`src/hw/ist_pkg.sv`:
```
// Behaviour
// - in IEC-958 mode each sub-frame takes exactly 64 unit intervals, one descriptor each
// - transparent mode shifts each 32-bit word out in 32 unit intervals, configured order
// - only preamble and parity are generated; every other bit is copied from the descriptor
// - data cell: first state inverts previous state, second flips for one, holds for zero
// - preambles are sent as deliberate coding violations
// - each cell state lasts one synthesizer cycle, so a bit cell is two cycles
// - every preamble opens with a rising edge, relying on even parity
// - parity cell makes cells 4 to 31 hold an even count of ones, bi-phase coded
// - descriptor bits 30 to 4 give the sub-frame slot values, then cell coded
// - low four bits pick preamble: 0 block-start, 1 left, 2 right, others reserved
// - byte-order one: word built from a+3 down to a, a+3 most significant
// - byte-order zero: word built from a up to a+3, a most significant
// - two buffers alternate without gap; a finished one is flagged for refill
// - transparent mode sends all 32 bits verbatim: no coding, parity or preamble
// - transmission begins only when software sets transmit_on after programming buffers
package ist_pkg;
  localparam logic [7:0] ADDR_CTL = 8'h00;
  localparam logic [7:0] ADDR_BASE1 = 8'h04;
  localparam logic [7:0] ADDR_BASE2 = 8'h08;
  localparam logic [7:0] ADDR_SIZE = 8'h0c;
  localparam logic [7:0] ADDR_STATUS = 8'h10;
  localparam int CTL_ON = 0;
  localparam int CTL_TRANSP = 1;
  localparam int CTL_MSB = 2;
  localparam int CTL_LE = 3;
  localparam int CTL_ACK1 = 4;
  localparam int CTL_ACK2 = 5;
  localparam logic [31:0] REG_RST = 32'h0;
  localparam logic [5:0] IEC_LAST = 6'h3f;
  localparam logic [4:0] TR_LAST = 5'h1f;
  localparam logic [5:0] PRE_UIS = 6'h08;
  localparam logic [4:0] PAR_SLOT = 5'h1f;
  localparam logic [3:0] CODE_B = 4'h0;
  localparam logic [3:0] CODE_M = 4'h1;
  localparam logic [3:0] CODE_W = 4'h2;
  localparam logic [7:0] PRE_B = 8'he8;
  localparam logic [7:0] PRE_M = 8'he2;
  localparam logic [7:0] PRE_W = 8'he4;
  localparam logic [31:0] WORD_BYTES = 32'h4;
  typedef enum logic [1:0] {F_IDLE, F_WAIT, F_FULL} ist_fetch_t;
endpackage

```
`src/hw/ist_top.sv`:
```
// Chosen here: the register addresses and register access over APB.
`timescale 1ns/1ps
`default_nettype none
module ist_top (
  input wire logic ref_clk_i,
  input wire logic arst_n_i,
  input wire logic psel_i,
  input wire logic penable_i,
  input wire logic pwrite_i,
  input wire logic [7:0] paddr_i,
  input wire logic [31:0] pwdata_i,
  output logic [31:0] prdata_o,
  output logic pready_o,
  output logic pslverr_o,
  input wire logic half_cell_tick_i,
  output logic mem_req_o,
  output logic [31:0] mem_addr_o,
  input wire logic mem_ack_i,
  input wire logic [31:0] mem_rdata_i,
  output logic serial_o
);
  import ist_pkg::*;

  logic transmit_on, transp, msb_first, little_end;
  logic [31:0] base1, base2, size_b;
  logic empty1, empty2;
  logic sel;
  logic [31:0] off;
  ist_fetch_t fstate;
  logic [31:0] next_word;
  logic [31:0] cur;
  logic running;
  logic [5:0] cnt;
  logic next_line;

  function automatic logic mapped(input logic [7:0] a);
    mapped = (a == ADDR_CTL) || (a == ADDR_BASE1) || (a == ADDR_BASE2) ||
             (a == ADDR_SIZE) || (a == ADDR_STATUS);
  endfunction

  function automatic logic [31:0] swap32(input logic [31:0] w);
    swap32 = {w[7:0], w[15:8], w[23:16], w[31:24]};
  endfunction

  // first unit interval of the preamble is the pattern's top bit
  function automatic logic pre_bit(input logic [3:0] code, input logic [2:0] idx);
    logic [7:0] pat;
    case (code)
      CODE_M: pat = PRE_M;
      CODE_W: pat = PRE_W;
      default: pat = PRE_B; // reserved codes fall back to block-start
    endcase
    pre_bit = pat[3'h7 - idx];
  endfunction

  // apb slave: zero wait states, read data latched in the setup phase
  logic apb_wr, apb_setup, ack1, ack2;
  assign apb_wr = psel_i & penable_i & pwrite_i;
  assign apb_setup = psel_i & ~penable_i;
  assign ack1 = apb_wr && paddr_i == ADDR_CTL && pwdata_i[CTL_ACK1];
  assign ack2 = apb_wr && paddr_i == ADDR_CTL && pwdata_i[CTL_ACK2];
  assign pready_o = 1'b1;
  assign pslverr_o = psel_i & penable_i & ~mapped(paddr_i);

  always_ff @(posedge ref_clk_i or negedge arst_n_i) begin
    if (!arst_n_i) begin
      transmit_on <= 1'b0;
      transp <= 1'b0;
      msb_first <= 1'b0;
      little_end <= 1'b0;
      base1 <= REG_RST;
      base2 <= REG_RST;
      size_b <= REG_RST;
    end else if (apb_wr) begin
      case (paddr_i)
        ADDR_CTL: begin
          transmit_on <= pwdata_i[CTL_ON];
          transp <= pwdata_i[CTL_TRANSP];
          msb_first <= pwdata_i[CTL_MSB];
          little_end <= pwdata_i[CTL_LE];
        end
        ADDR_BASE1: base1 <= pwdata_i;
        ADDR_BASE2: base2 <= pwdata_i;
        ADDR_SIZE: size_b <= pwdata_i;
        default: ;
      endcase
    end
  end

  always_ff @(posedge ref_clk_i or negedge arst_n_i) begin
    if (!arst_n_i) begin
      prdata_o <= REG_RST;
    end else if (apb_setup) begin
      case (paddr_i)
        ADDR_CTL: prdata_o <= {28'h0, little_end, msb_first, transp, transmit_on};
        ADDR_BASE1: prdata_o <= base1;
        ADDR_BASE2: prdata_o <= base2;
        ADDR_SIZE: prdata_o <= size_b;
        ADDR_STATUS: prdata_o <= {28'h0, running, sel, empty2, empty1};
        default: prdata_o <= REG_RST;
      endcase
    end
  end

  // descriptor fetch: one word held ahead of the one on the line
  logic fetched, last_word, take;
  logic [31:0] fetch_addr;
  // a late answer after disable must not set an empty flag
  assign fetched = (fstate == F_WAIT) & mem_ack_i & transmit_on;
  assign last_word = (off + WORD_BYTES) >= size_b;
  assign fetch_addr = (sel ? base2 : base1) + off;
  assign mem_req_o = (fstate == F_WAIT);

  always_ff @(posedge ref_clk_i or negedge arst_n_i) begin
    if (!arst_n_i) begin
      fstate <= F_IDLE;
      sel <= 1'b0;
      off <= REG_RST;
      mem_addr_o <= REG_RST;
      next_word <= REG_RST;
    end else if (!transmit_on) begin
      // a pending read is dropped; restart from buffer one
      fstate <= F_IDLE;
      sel <= 1'b0;
      off <= REG_RST;
    end else begin
      case (fstate)
        F_IDLE: begin
          mem_addr_o <= fetch_addr;
          fstate <= F_WAIT;
        end
        F_WAIT: begin
          if (mem_ack_i) begin
            next_word <= little_end ? mem_rdata_i : swap32(mem_rdata_i);
            fstate <= F_FULL;
            if (last_word) begin
              off <= REG_RST;
              sel <= ~sel;
            end else begin
              off <= off + WORD_BYTES;
            end
          end
        end
        F_FULL: begin
          if (take) begin
            fstate <= F_IDLE;
          end
        end
        default: fstate <= F_IDLE;
      endcase
    end
  end

  // set wins over the acknowledge in the same cycle
  always_ff @(posedge ref_clk_i or negedge arst_n_i) begin
    if (!arst_n_i) begin
      empty1 <= 1'b0;
      empty2 <= 1'b0;
    end else begin
      empty1 <= (empty1 & ~ack1) | (fetched & last_word & ~sel);
      empty2 <= (empty2 & ~ack2) | (fetched & last_word & sel);
    end
  end

  // line sequencer: one unit interval per synthesizer tick
  logic at_last, parity, data_bit, tbit;
  logic [4:0] slot, tidx;
  assign at_last = transp ? (cnt[4:0] == TR_LAST) : (cnt == IEC_LAST);
  assign slot = cnt[5:1];
  // in IEC-958 mode word bit 31 is not sent; slot 31 carries parity instead
  assign parity = ^cur[30:4];
  assign data_bit = (slot == PAR_SLOT) ? parity : cur[slot];
  assign tidx = msb_first ? (TR_LAST - cnt[4:0]) : cnt[4:0];
  assign tbit = cur[tidx];
  assign take = (fstate == F_FULL) && (!running || (half_cell_tick_i && at_last));

  always_comb begin
    if (transp) begin
      next_line = tbit;
    end else if (cnt < PRE_UIS) begin
      next_line = pre_bit(cur[3:0], cnt[2:0]);
    end else if (!cnt[0]) begin
      next_line = ~serial_o;
    end else begin
      next_line = serial_o ^ data_bit;
    end
  end

  always_ff @(posedge ref_clk_i or negedge arst_n_i) begin
    if (!arst_n_i) begin
      running <= 1'b0;
      cnt <= 6'h0;
      cur <= REG_RST;
      serial_o <= 1'b0;
    end else if (!transmit_on) begin
      // disable cuts the line at once, even mid-cell; the receiver sees a torn frame
      running <= 1'b0;
      cnt <= 6'h0;
      serial_o <= 1'b0;
    end else if (!running) begin
      if (take) begin
        cur <= next_word;
        running <= 1'b1;
        cnt <= 6'h0;
      end
    end else if (half_cell_tick_i) begin
      serial_o <= next_line;
      if (at_last) begin
        cnt <= 6'h0;
        // no fresh word in time: the last descriptor is sent again
        if (take) begin
          cur <= next_word;
        end
      end else begin
        cnt <= cnt + 6'h1;
      end
    end
  end

  logic tick_run;
  assign tick_run = half_cell_tick_i & running & transmit_on;

  a_subframe_wrap: assert property (
    @(posedge ref_clk_i) disable iff (!arst_n_i)
    tick_run && !transp && cnt == 6'h3f |=> cnt == 6'h0)
    else $error("sub-frame did not close after 64 unit intervals");

  a_word_wrap: assert property (
    @(posedge ref_clk_i) disable iff (!arst_n_i)
    tick_run && transp && cnt == 6'h1f |=> cnt == 6'h0)
    else $error("transparent word did not close after 32 intervals");

  a_cell_inverts: assert property (
    @(posedge ref_clk_i) disable iff (!arst_n_i)
    tick_run && !transp && cnt >= 6'h08 && !cnt[0] |=> serial_o != $past(serial_o))
    else $error("cell first state did not invert previous state");

  a_data_copied: assert property (
    @(posedge ref_clk_i) disable iff (!arst_n_i)
    tick_run && !transp && cnt >= 6'h08 && cnt[0]
    |=> serial_o == ($past(serial_o) ^ $past(data_bit)))
    else $error("cell second state does not match the data bit");

  a_preamble_rise: assert property (
    @(posedge ref_clk_i) disable iff (!arst_n_i)
    tick_run && !transp && cnt == 6'h0 |=> serial_o && !$past(serial_o))
    else $error("preamble did not start with a rising edge");

  a_parity_even: assert property (
    @(posedge ref_clk_i) disable iff (!arst_n_i)
    tick_run && !transp && cnt == 6'h3f |=> !serial_o)
    else $error("sub-frame did not end low after the parity cell");

  a_verbatim_bits: assert property (
    @(posedge ref_clk_i) disable iff (!arst_n_i)
    tick_run && transp |=> serial_o == $past(tbit))
    else $error("transparent bit differs from the memory word");

  a_idle_quiet: assert property (
    @(posedge ref_clk_i) disable iff (!arst_n_i)
    !transmit_on |=> !serial_o && !running ##1 !transmit_on || !serial_o)
    else $error("line or sequencer active while disabled");

  a_byte_order: assert property (
    @(posedge ref_clk_i) disable iff (!arst_n_i)
    fetched && transmit_on && !little_end |=> next_word == swap32($past(mem_rdata_i)))
    else $error("byte order zero word assembled wrongly");

  a_buffer_swap: assert property (
    @(posedge ref_clk_i) disable iff (!arst_n_i)
    fetched && transmit_on && last_word && !sel |=> sel && empty1)
    else $error("buffer one finished without switch and flag");

  a_preamble_break: assert property (
    @(posedge ref_clk_i) disable iff (!arst_n_i)
    tick_run && !transp && cnt == 6'h2 |=> serial_o == $past(serial_o))
    else $error("preamble lacks its coding violation");

  a_fetch_hold: assert property (
    @(posedge ref_clk_i) disable iff (!arst_n_i)
    mem_req_o && !mem_ack_i && transmit_on |=> mem_req_o && $stable(mem_addr_o))
    else $error("descriptor read dropped or moved before its answer");

  a_fetch_off: assert property (
    @(posedge ref_clk_i) disable iff (!arst_n_i)
    !transmit_on |=> !mem_req_o)
    else $error("descriptor read requested while disabled");

  a_restart_first: assert property (
    @(posedge ref_clk_i) disable iff (!arst_n_i)
    !transmit_on |=> !sel && off == REG_RST)
    else $error("sequencing does not restart at buffer one");

  a_empty_clear: assert property (
    @(posedge ref_clk_i) disable iff (!arst_n_i)
    ack1 && !(fetched && last_word && !sel) |=> !empty1)
    else $error("buffer one flag not cleared by its acknowledge");

  a_line_holds: assert property (
    @(posedge ref_clk_i) disable iff (!arst_n_i)
    transmit_on && !half_cell_tick_i |=> $stable(serial_o))
    else $error("line changed between unit intervals");

endmodule
`default_nettype wire

```
`config.mk`:
```
export PLATFORM = sky130hd
export DESIGN_NAME = ist_top
export DESIGN_NICKNAME = d
export VERILOG_FILES = /design/src/hw/ist_pkg.sv /design/src/hw/ist_top.sv
export SDC_FILE = /design/constraint.sdc
export NUM_CORES = 1
export LEC_CHECK = 0
export BUFFER_PORTS_ARGS = -buffer_cell sky130_fd_sc_hd__buf_2
export CAP_MARGIN = 0
export CORE_MARGIN = 2
export CORE_UTILIZATION = 35
export DETAILED_ROUTE_END_ITERATION = 8
export PLACE_DENSITY_LB_ADDON = 0.1
export SLEW_MARGIN = 20
export SYNTH_ARGS = -nofsm -noshare
export SYNTH_HDL_FRONTEND = slang
export SYNTH_SLANG_ARGS = --single-unit
```
`constraint.sdc`:
```
create_clock -name ref_clk_i -period 8.5 [get_ports ref_clk_i]
set_input_delay 0.425 -clock ref_clk_i [delete_from_list [all_inputs] [get_ports ref_clk_i]]
set_output_delay 0.425 -clock ref_clk_i [all_outputs]
set_load 0.05 [all_outputs]
```
# == Word level (Yosys, flattened, before mapping) ==
# Cells that the tools add are included.
# word_totals
reg_bits,273
inputBits,79
out_inout_bits,68
elab_cells,142
# op_classes
addsub,5
n_lt_le_gt_ge,5
eq_ne,22
n_mux,45
bitwise,20
n_reduce_logical,26
# op_table
op,count
$mux W32,10
$pmux W32 S5,1
$add A32 B3 Y32 const B,1
$add A32 B32 Y32,1
$ge A32 B32 Y1,1
$mux W6,5
$reduce_xor A27 Y1,1
$mux W1,18
$reduce_and A2 Y1,9
$eq A8 B4 Y1 const B,2
$mux W8,2
$lt A5 B6 Y1 const B,2
$and A1 B1 Y1,11
$bmux W1 S5,2
$eq A5 B5 Y1 const B,2
$ne A3 B3 Y1 const B,3
$reduce_and A3 Y1,3
$eq A8 B3 Y1 const B,1
$eq A8 B5 Y1 const B,1
$logic_not A8 Y1,1
$ne A2 B2 Y1 const B,4
$pmux W4 S2,1
$add A6 B1 Y6 const B,1
$eq A6 B6 Y1 const B,1
21 further kinds,39

# == Depth between registers and ports, before layout ==
# logic_depth
ltp_word,11
mapped_depth,19
depth_no_buf,17

# == Worst setup path before layout ==
# OpenSTA, ideal clock, no wires.
# synth_timing
path_type,flip-flop to flip-flop
startpoint,register off[2]
endpoint,register off[22]
arrival_ns,3.530
required_time_ns,8.436
slack_ns,4.906
stages_incl_launch_ff,18
path_buffers,1
period_less_slack_ns,3.594
path_cell_list,dfrtp_1 ha_1 nand3_2 nor2_2 and2_1 nand4_1 or3_1 buf_2 nor2_1 xor2_1 ha_1 a21o_1 a21oi_1 o21a_1 o21ai_0 or3_1 nor4_1 a21o_1
# synth_via
elab_chain_len,6
# synth_lines
item,line_no,rtl
"start, declared",ist_top.sv:28,logic [31:0] off;
"start signal, assigned",ist_top.sv:140,off <= off + WORD_BYTES;
$add A32 B3 Y32 (*),"ist_top.sv:110, ist_top.sv:140",
$ge A32 B32 Y1,ist_top.sv:110,assign last_word = (off + WORD_BYTES) >= size_b;
$mux W32 (*),ist_top.sv:136,if (last_word) begin
$mux W32 (*),ist_top.sv:133,if (mem_ack_i) begin
$mux W32 (*),ist_top.sv:127,case (fstate)
$mux W32 (*),ist_top.sv:121,end else if (!transmit_on) begin
# Mark *: on every way between the ends. The rest lies on a longest branch, timed or not. The select of a mux whose other input is x is not followed.
# A chain may end at the register's enable or synchronous reset.

# == Worst setup path in the final report ==
# layout_timing
startpoint,register off[2]
endpoint,register sel
# layout_via
elab_chain_len,4
# layout_lines
item,line_no,rtl
$add A32 B3 Y32,ist_top.sv:110,
$ge A32 B32 Y1,ist_top.sv:110,
$ne A2 B1 Y1 (no line),n/a,
$reduce_and A3 Y1 (no line),n/a,
"end signal, assigned",ist_top.sv:138,sel <= ~sel;
"end, declared",ist_top.sv:27,logic sel;
# Every way passes these cells.

==> run metrics <==
pre-CTS setup slack=4000 ps; Post-synth EDFFs=0; CTS H-tree lvls=2; RSZ-0062 raised after global routing=no; maximum VDD drop=0.000123 V; sequential fraction of the synthesis area=43.0%; Clock Tree Buf Depth=3; Buf/Inv on CP=1; hold path cells=2; fin crit share=52.6%; WS Path Type=flop to flop; hpwl dp=30.5 mm; fraction of layout instances using a drive strength above 1=29.3%; status=completed; Cell Chain, Critical Path=nand4_1, nor3_2, and3_1, nand3_1, or2_1, xnor2_1, ha_1, nand4_1, nor3_1, nand2_1, o32ai_1, nor3_4, buf_8, or3_1, o21ai_0; Reg2Reg Launch Point=off[2]$_DFFE_PN0P_; LEAKAGE=8.46 nW; core box area=0.0443 sq mm; # DRC=0; Synth Flop Type=dfrtp_1; fraction of registers with async set/reset=100%; Die Width=216 microns; area grow syn2layout=15.1%; crit path capture type=flop; vias=11400; largest cells by area after synthesis=dfrtp_1, mux2_2, ha_1, nand2_1, xnor2_1; r2r setup slk=4030 ps; final worst slack=4030 ps; Starting Density=35.6%; slowest stage delay, CP=520 ps; Hold EP=fstate[0]$_DFFE_PN0P_; CTS tree=done; vias in the first global route=11700; Worst Path Max Fanout=16; WP data required=8960 ps; first-pass GRT wire length=70.1 mm; largest net degree at the start of global routing=86; startpoint type of the worst setup path=flop; # diodes=0; hold_sp=mem_ack_i; CTS sink cnt=271; final period demand of the worst path=4470 ps; nets=1699; placed cell count=2112; grt total ovfl=0; Worst Max-Slew Pin Slew=1060 ps; Pwr Total=0.00315 W; Finish-stage setup viols=0; FMAX=0.224 GHz; Synth Warn #=0; Syn Nets=1583; Pins Over Slew Limit=0; #FFs+latches synth=271; Detail Route Antenna Nets=0; Top delay family on crit path=simple AND/OR/NAND/NOR gates; Avg WL per Cell=20.1 microns; capturing point of the worst reg2reg path=sel$_DFFE_PN0P_; # IOs=147; DRC marker count from the first detailed-route iteration=617; die height=216 microns; Max Cap Viol=0; clock latency reported for the late side of the worst-skew pair=540 ps; die footprint=0.0468 sq mm; site row count=77; post-CTS sizing=0; top-area cell type share of the netlist area=43.0%; Hold Path Class=primary input to flop; CP max stage cell=o32ai_1; Reg clk slew, reported paths=60 ps; via/cell ratio=5.25; initial antenna violation count=2; P per Cell Area=173 mW/mm^2; clock root buffer=clkbuf_16; CP dominant cell by count=nand4_1; # port buffers=145; Synth cell types=88; Non-Filler Instances=2175; Final Core Density=41.0%; all-layer global routing usage=19.2%; Synth area leader=dfrtp_1; r2r worst-path depth=15; final hold viol count=0; drt first pass iters=5; Fin Clk Skew=18.0 ps; Post-Syn Instances=1441; Post-Syn Area=0.0158 sq mm; syn_area_per_cell=11.0 sq um; gpl congestion=0.857; TritonCTS buffer count=34; WL final=43.7 mm; Rel. slew slack=28.9%; TNS Setup=0 ps; crit path DAT=4930 ps
-- cell usage after synthesis (3+ instances only) --
master,number
xor2_1,28
a22oi_1,29
or3_1,5
a21oi_1,32
o211ai_1,7
nor3_1,14
o21ai_1,7
ha_1,63
nor4_1,4
nand3_1,24
mux2i_1,43
buf_1,13
buf_2,11
o21bai_1,6
clkbuf_1,44
nand4_1,11
o2111ai_1,3
mux4_2,20
a32o_1,23
a21o_1,18
a211o_1,3
a211oi_1,12
or2_2,4
a32oi_1,6
o21ai_0,85
o31ai_1,32
nand2b_1,9
nand2_1,155
a31oi_1,5
mux2_2,190
and3_1,8
and2_1,4
o21a_1,13
buf_4,5
and4_1,5
dfrtp_1,271
buf_6,11
a31o_2,3
nor2_1,42
inv_1,48
mux2_1,6
nor2b_1,7
xnor2_1,55
-- worst max-delay path by stage --
stage                             startpoint                  end  slack, ps  cells past startpoint
after floorplan           off[2]$_DFFE_PN0P_  off[22]$_DFFE_PN0P_       4910                     17
after CTS                 off[2]$_DFFE_PN0P_      sel$_DFFE_PN0P_       3970                     15
after global placement    off[2]$_DFFE_PN0P_  off[23]$_DFFE_PN0P_       3790                     16
after global routing      off[2]$_DFFE_PN0P_      sel$_DFFE_PN0P_       3520                     15
after detailed placement  off[2]$_DFFE_PN0P_      sel$_DFFE_PN0P_       4000                     15
final                     off[2]$_DFFE_PN0P_      sel$_DFFE_PN0P_       4030                     15
-- kinds of logic (layout without fill, tap and decap cells) --
| kind of cell | Yosys count | count (layout) | synth area share [%] |
|---|---|---|---|
| flops | 271 | 271 | 43.0 |
| mux | 259 | 259 | 19.6 |
| simple gates | 315 | 315 | 9.58 |
| compound gates | 313 | 313 | 14.1 |
| other cells | 2 | 2 | 0.0476 |
| fa+ha+maj | 63 | 63 | 5.00 |
| buf+inv | 133 | 275 | 3.89 |
| xor+xnor | 85 | 85 | 4.88 |
-- through the flow --
step                      hold WS, ps  instance area, sq um
after global routing             97.2                 18200
after CTS                        90.7                 18200
after floorplan                   129                 15800
final                             109                 18200
after detailed placement          461                 17000
after global placement            456                 17000
-- registers in the layout, summed over array words and instances, names as in the netlist, 2 cells and up --
signal,count
fstate,2
cnt,6
cur,32
prdata_o,32
mem_addr_o,32
next_word,32
base2,32
base1,32
size_b,32
off,30
-- per-layer routing --
metal	vias up	GRT usage [%]	part of all wire, %
met1	5654	28.2	50
met5	-	0	0.016
li1	5510	-	-
met3	51	2.81	3.5
met2	195	29.5	45
met4	2	4.79	1.7
-- area by class of cell --
type                       instances  area, sq um
multi-input combinational       1037         8390
fill                            4353        26200
inverter                          49          184
timing repair buffer             164          888
clock inverter                     6          108
tap                              592          741
sequential                       271         6780
clock buffer                      56         1070
-- layout by cell type (no fill, tap or decap), drive strengths merged, types with 9 or more instances in the layout --
| master | instances |
|---|---|
| a211oi | 13 |
| a21o | 21 |
| a21oi | 33 |
| a22oi | 29 |
| a32o | 23 |
| buf | 163 |
| clkbuf | 56 |
| dfrtp | 271 |
| ha | 63 |
| inv | 49 |
| mux2 | 196 |
| mux2i | 43 |
| mux4 | 20 |
| nand2 | 157 |
| nand2b | 9 |
| nand3 | 25 |
| nand4 | 11 |
| nor2 | 44 |
| nor3 | 17 |
| o21a | 13 |
| o21ai | 94 |
| o31ai | 32 |
| xnor2 | 56 |
| xor2 | 29 |
-- report_power, final --
group / internal [W] / switching [W] / total, W / leakage [nW]
clock: 0.000948 / 0.000583 / 0.00153 / 0.571
combinational: 0.0000736 / 0.000203 / 0.000277 / 4.17
sequential: 0.00132 / 0.0000191 / 0.00134 / 3.72
total: 0.00234 / 0.000805 / 0.00315 / 8.46
-- repair_timing --
item / 4_1_cts / 5_1_grt
hold buffers: 1 / 0
endpoints found under the hold margin: 82 / 0
buffers inserted: 0 / 0
No activity file was read; power rests on OpenSTA's default activity.
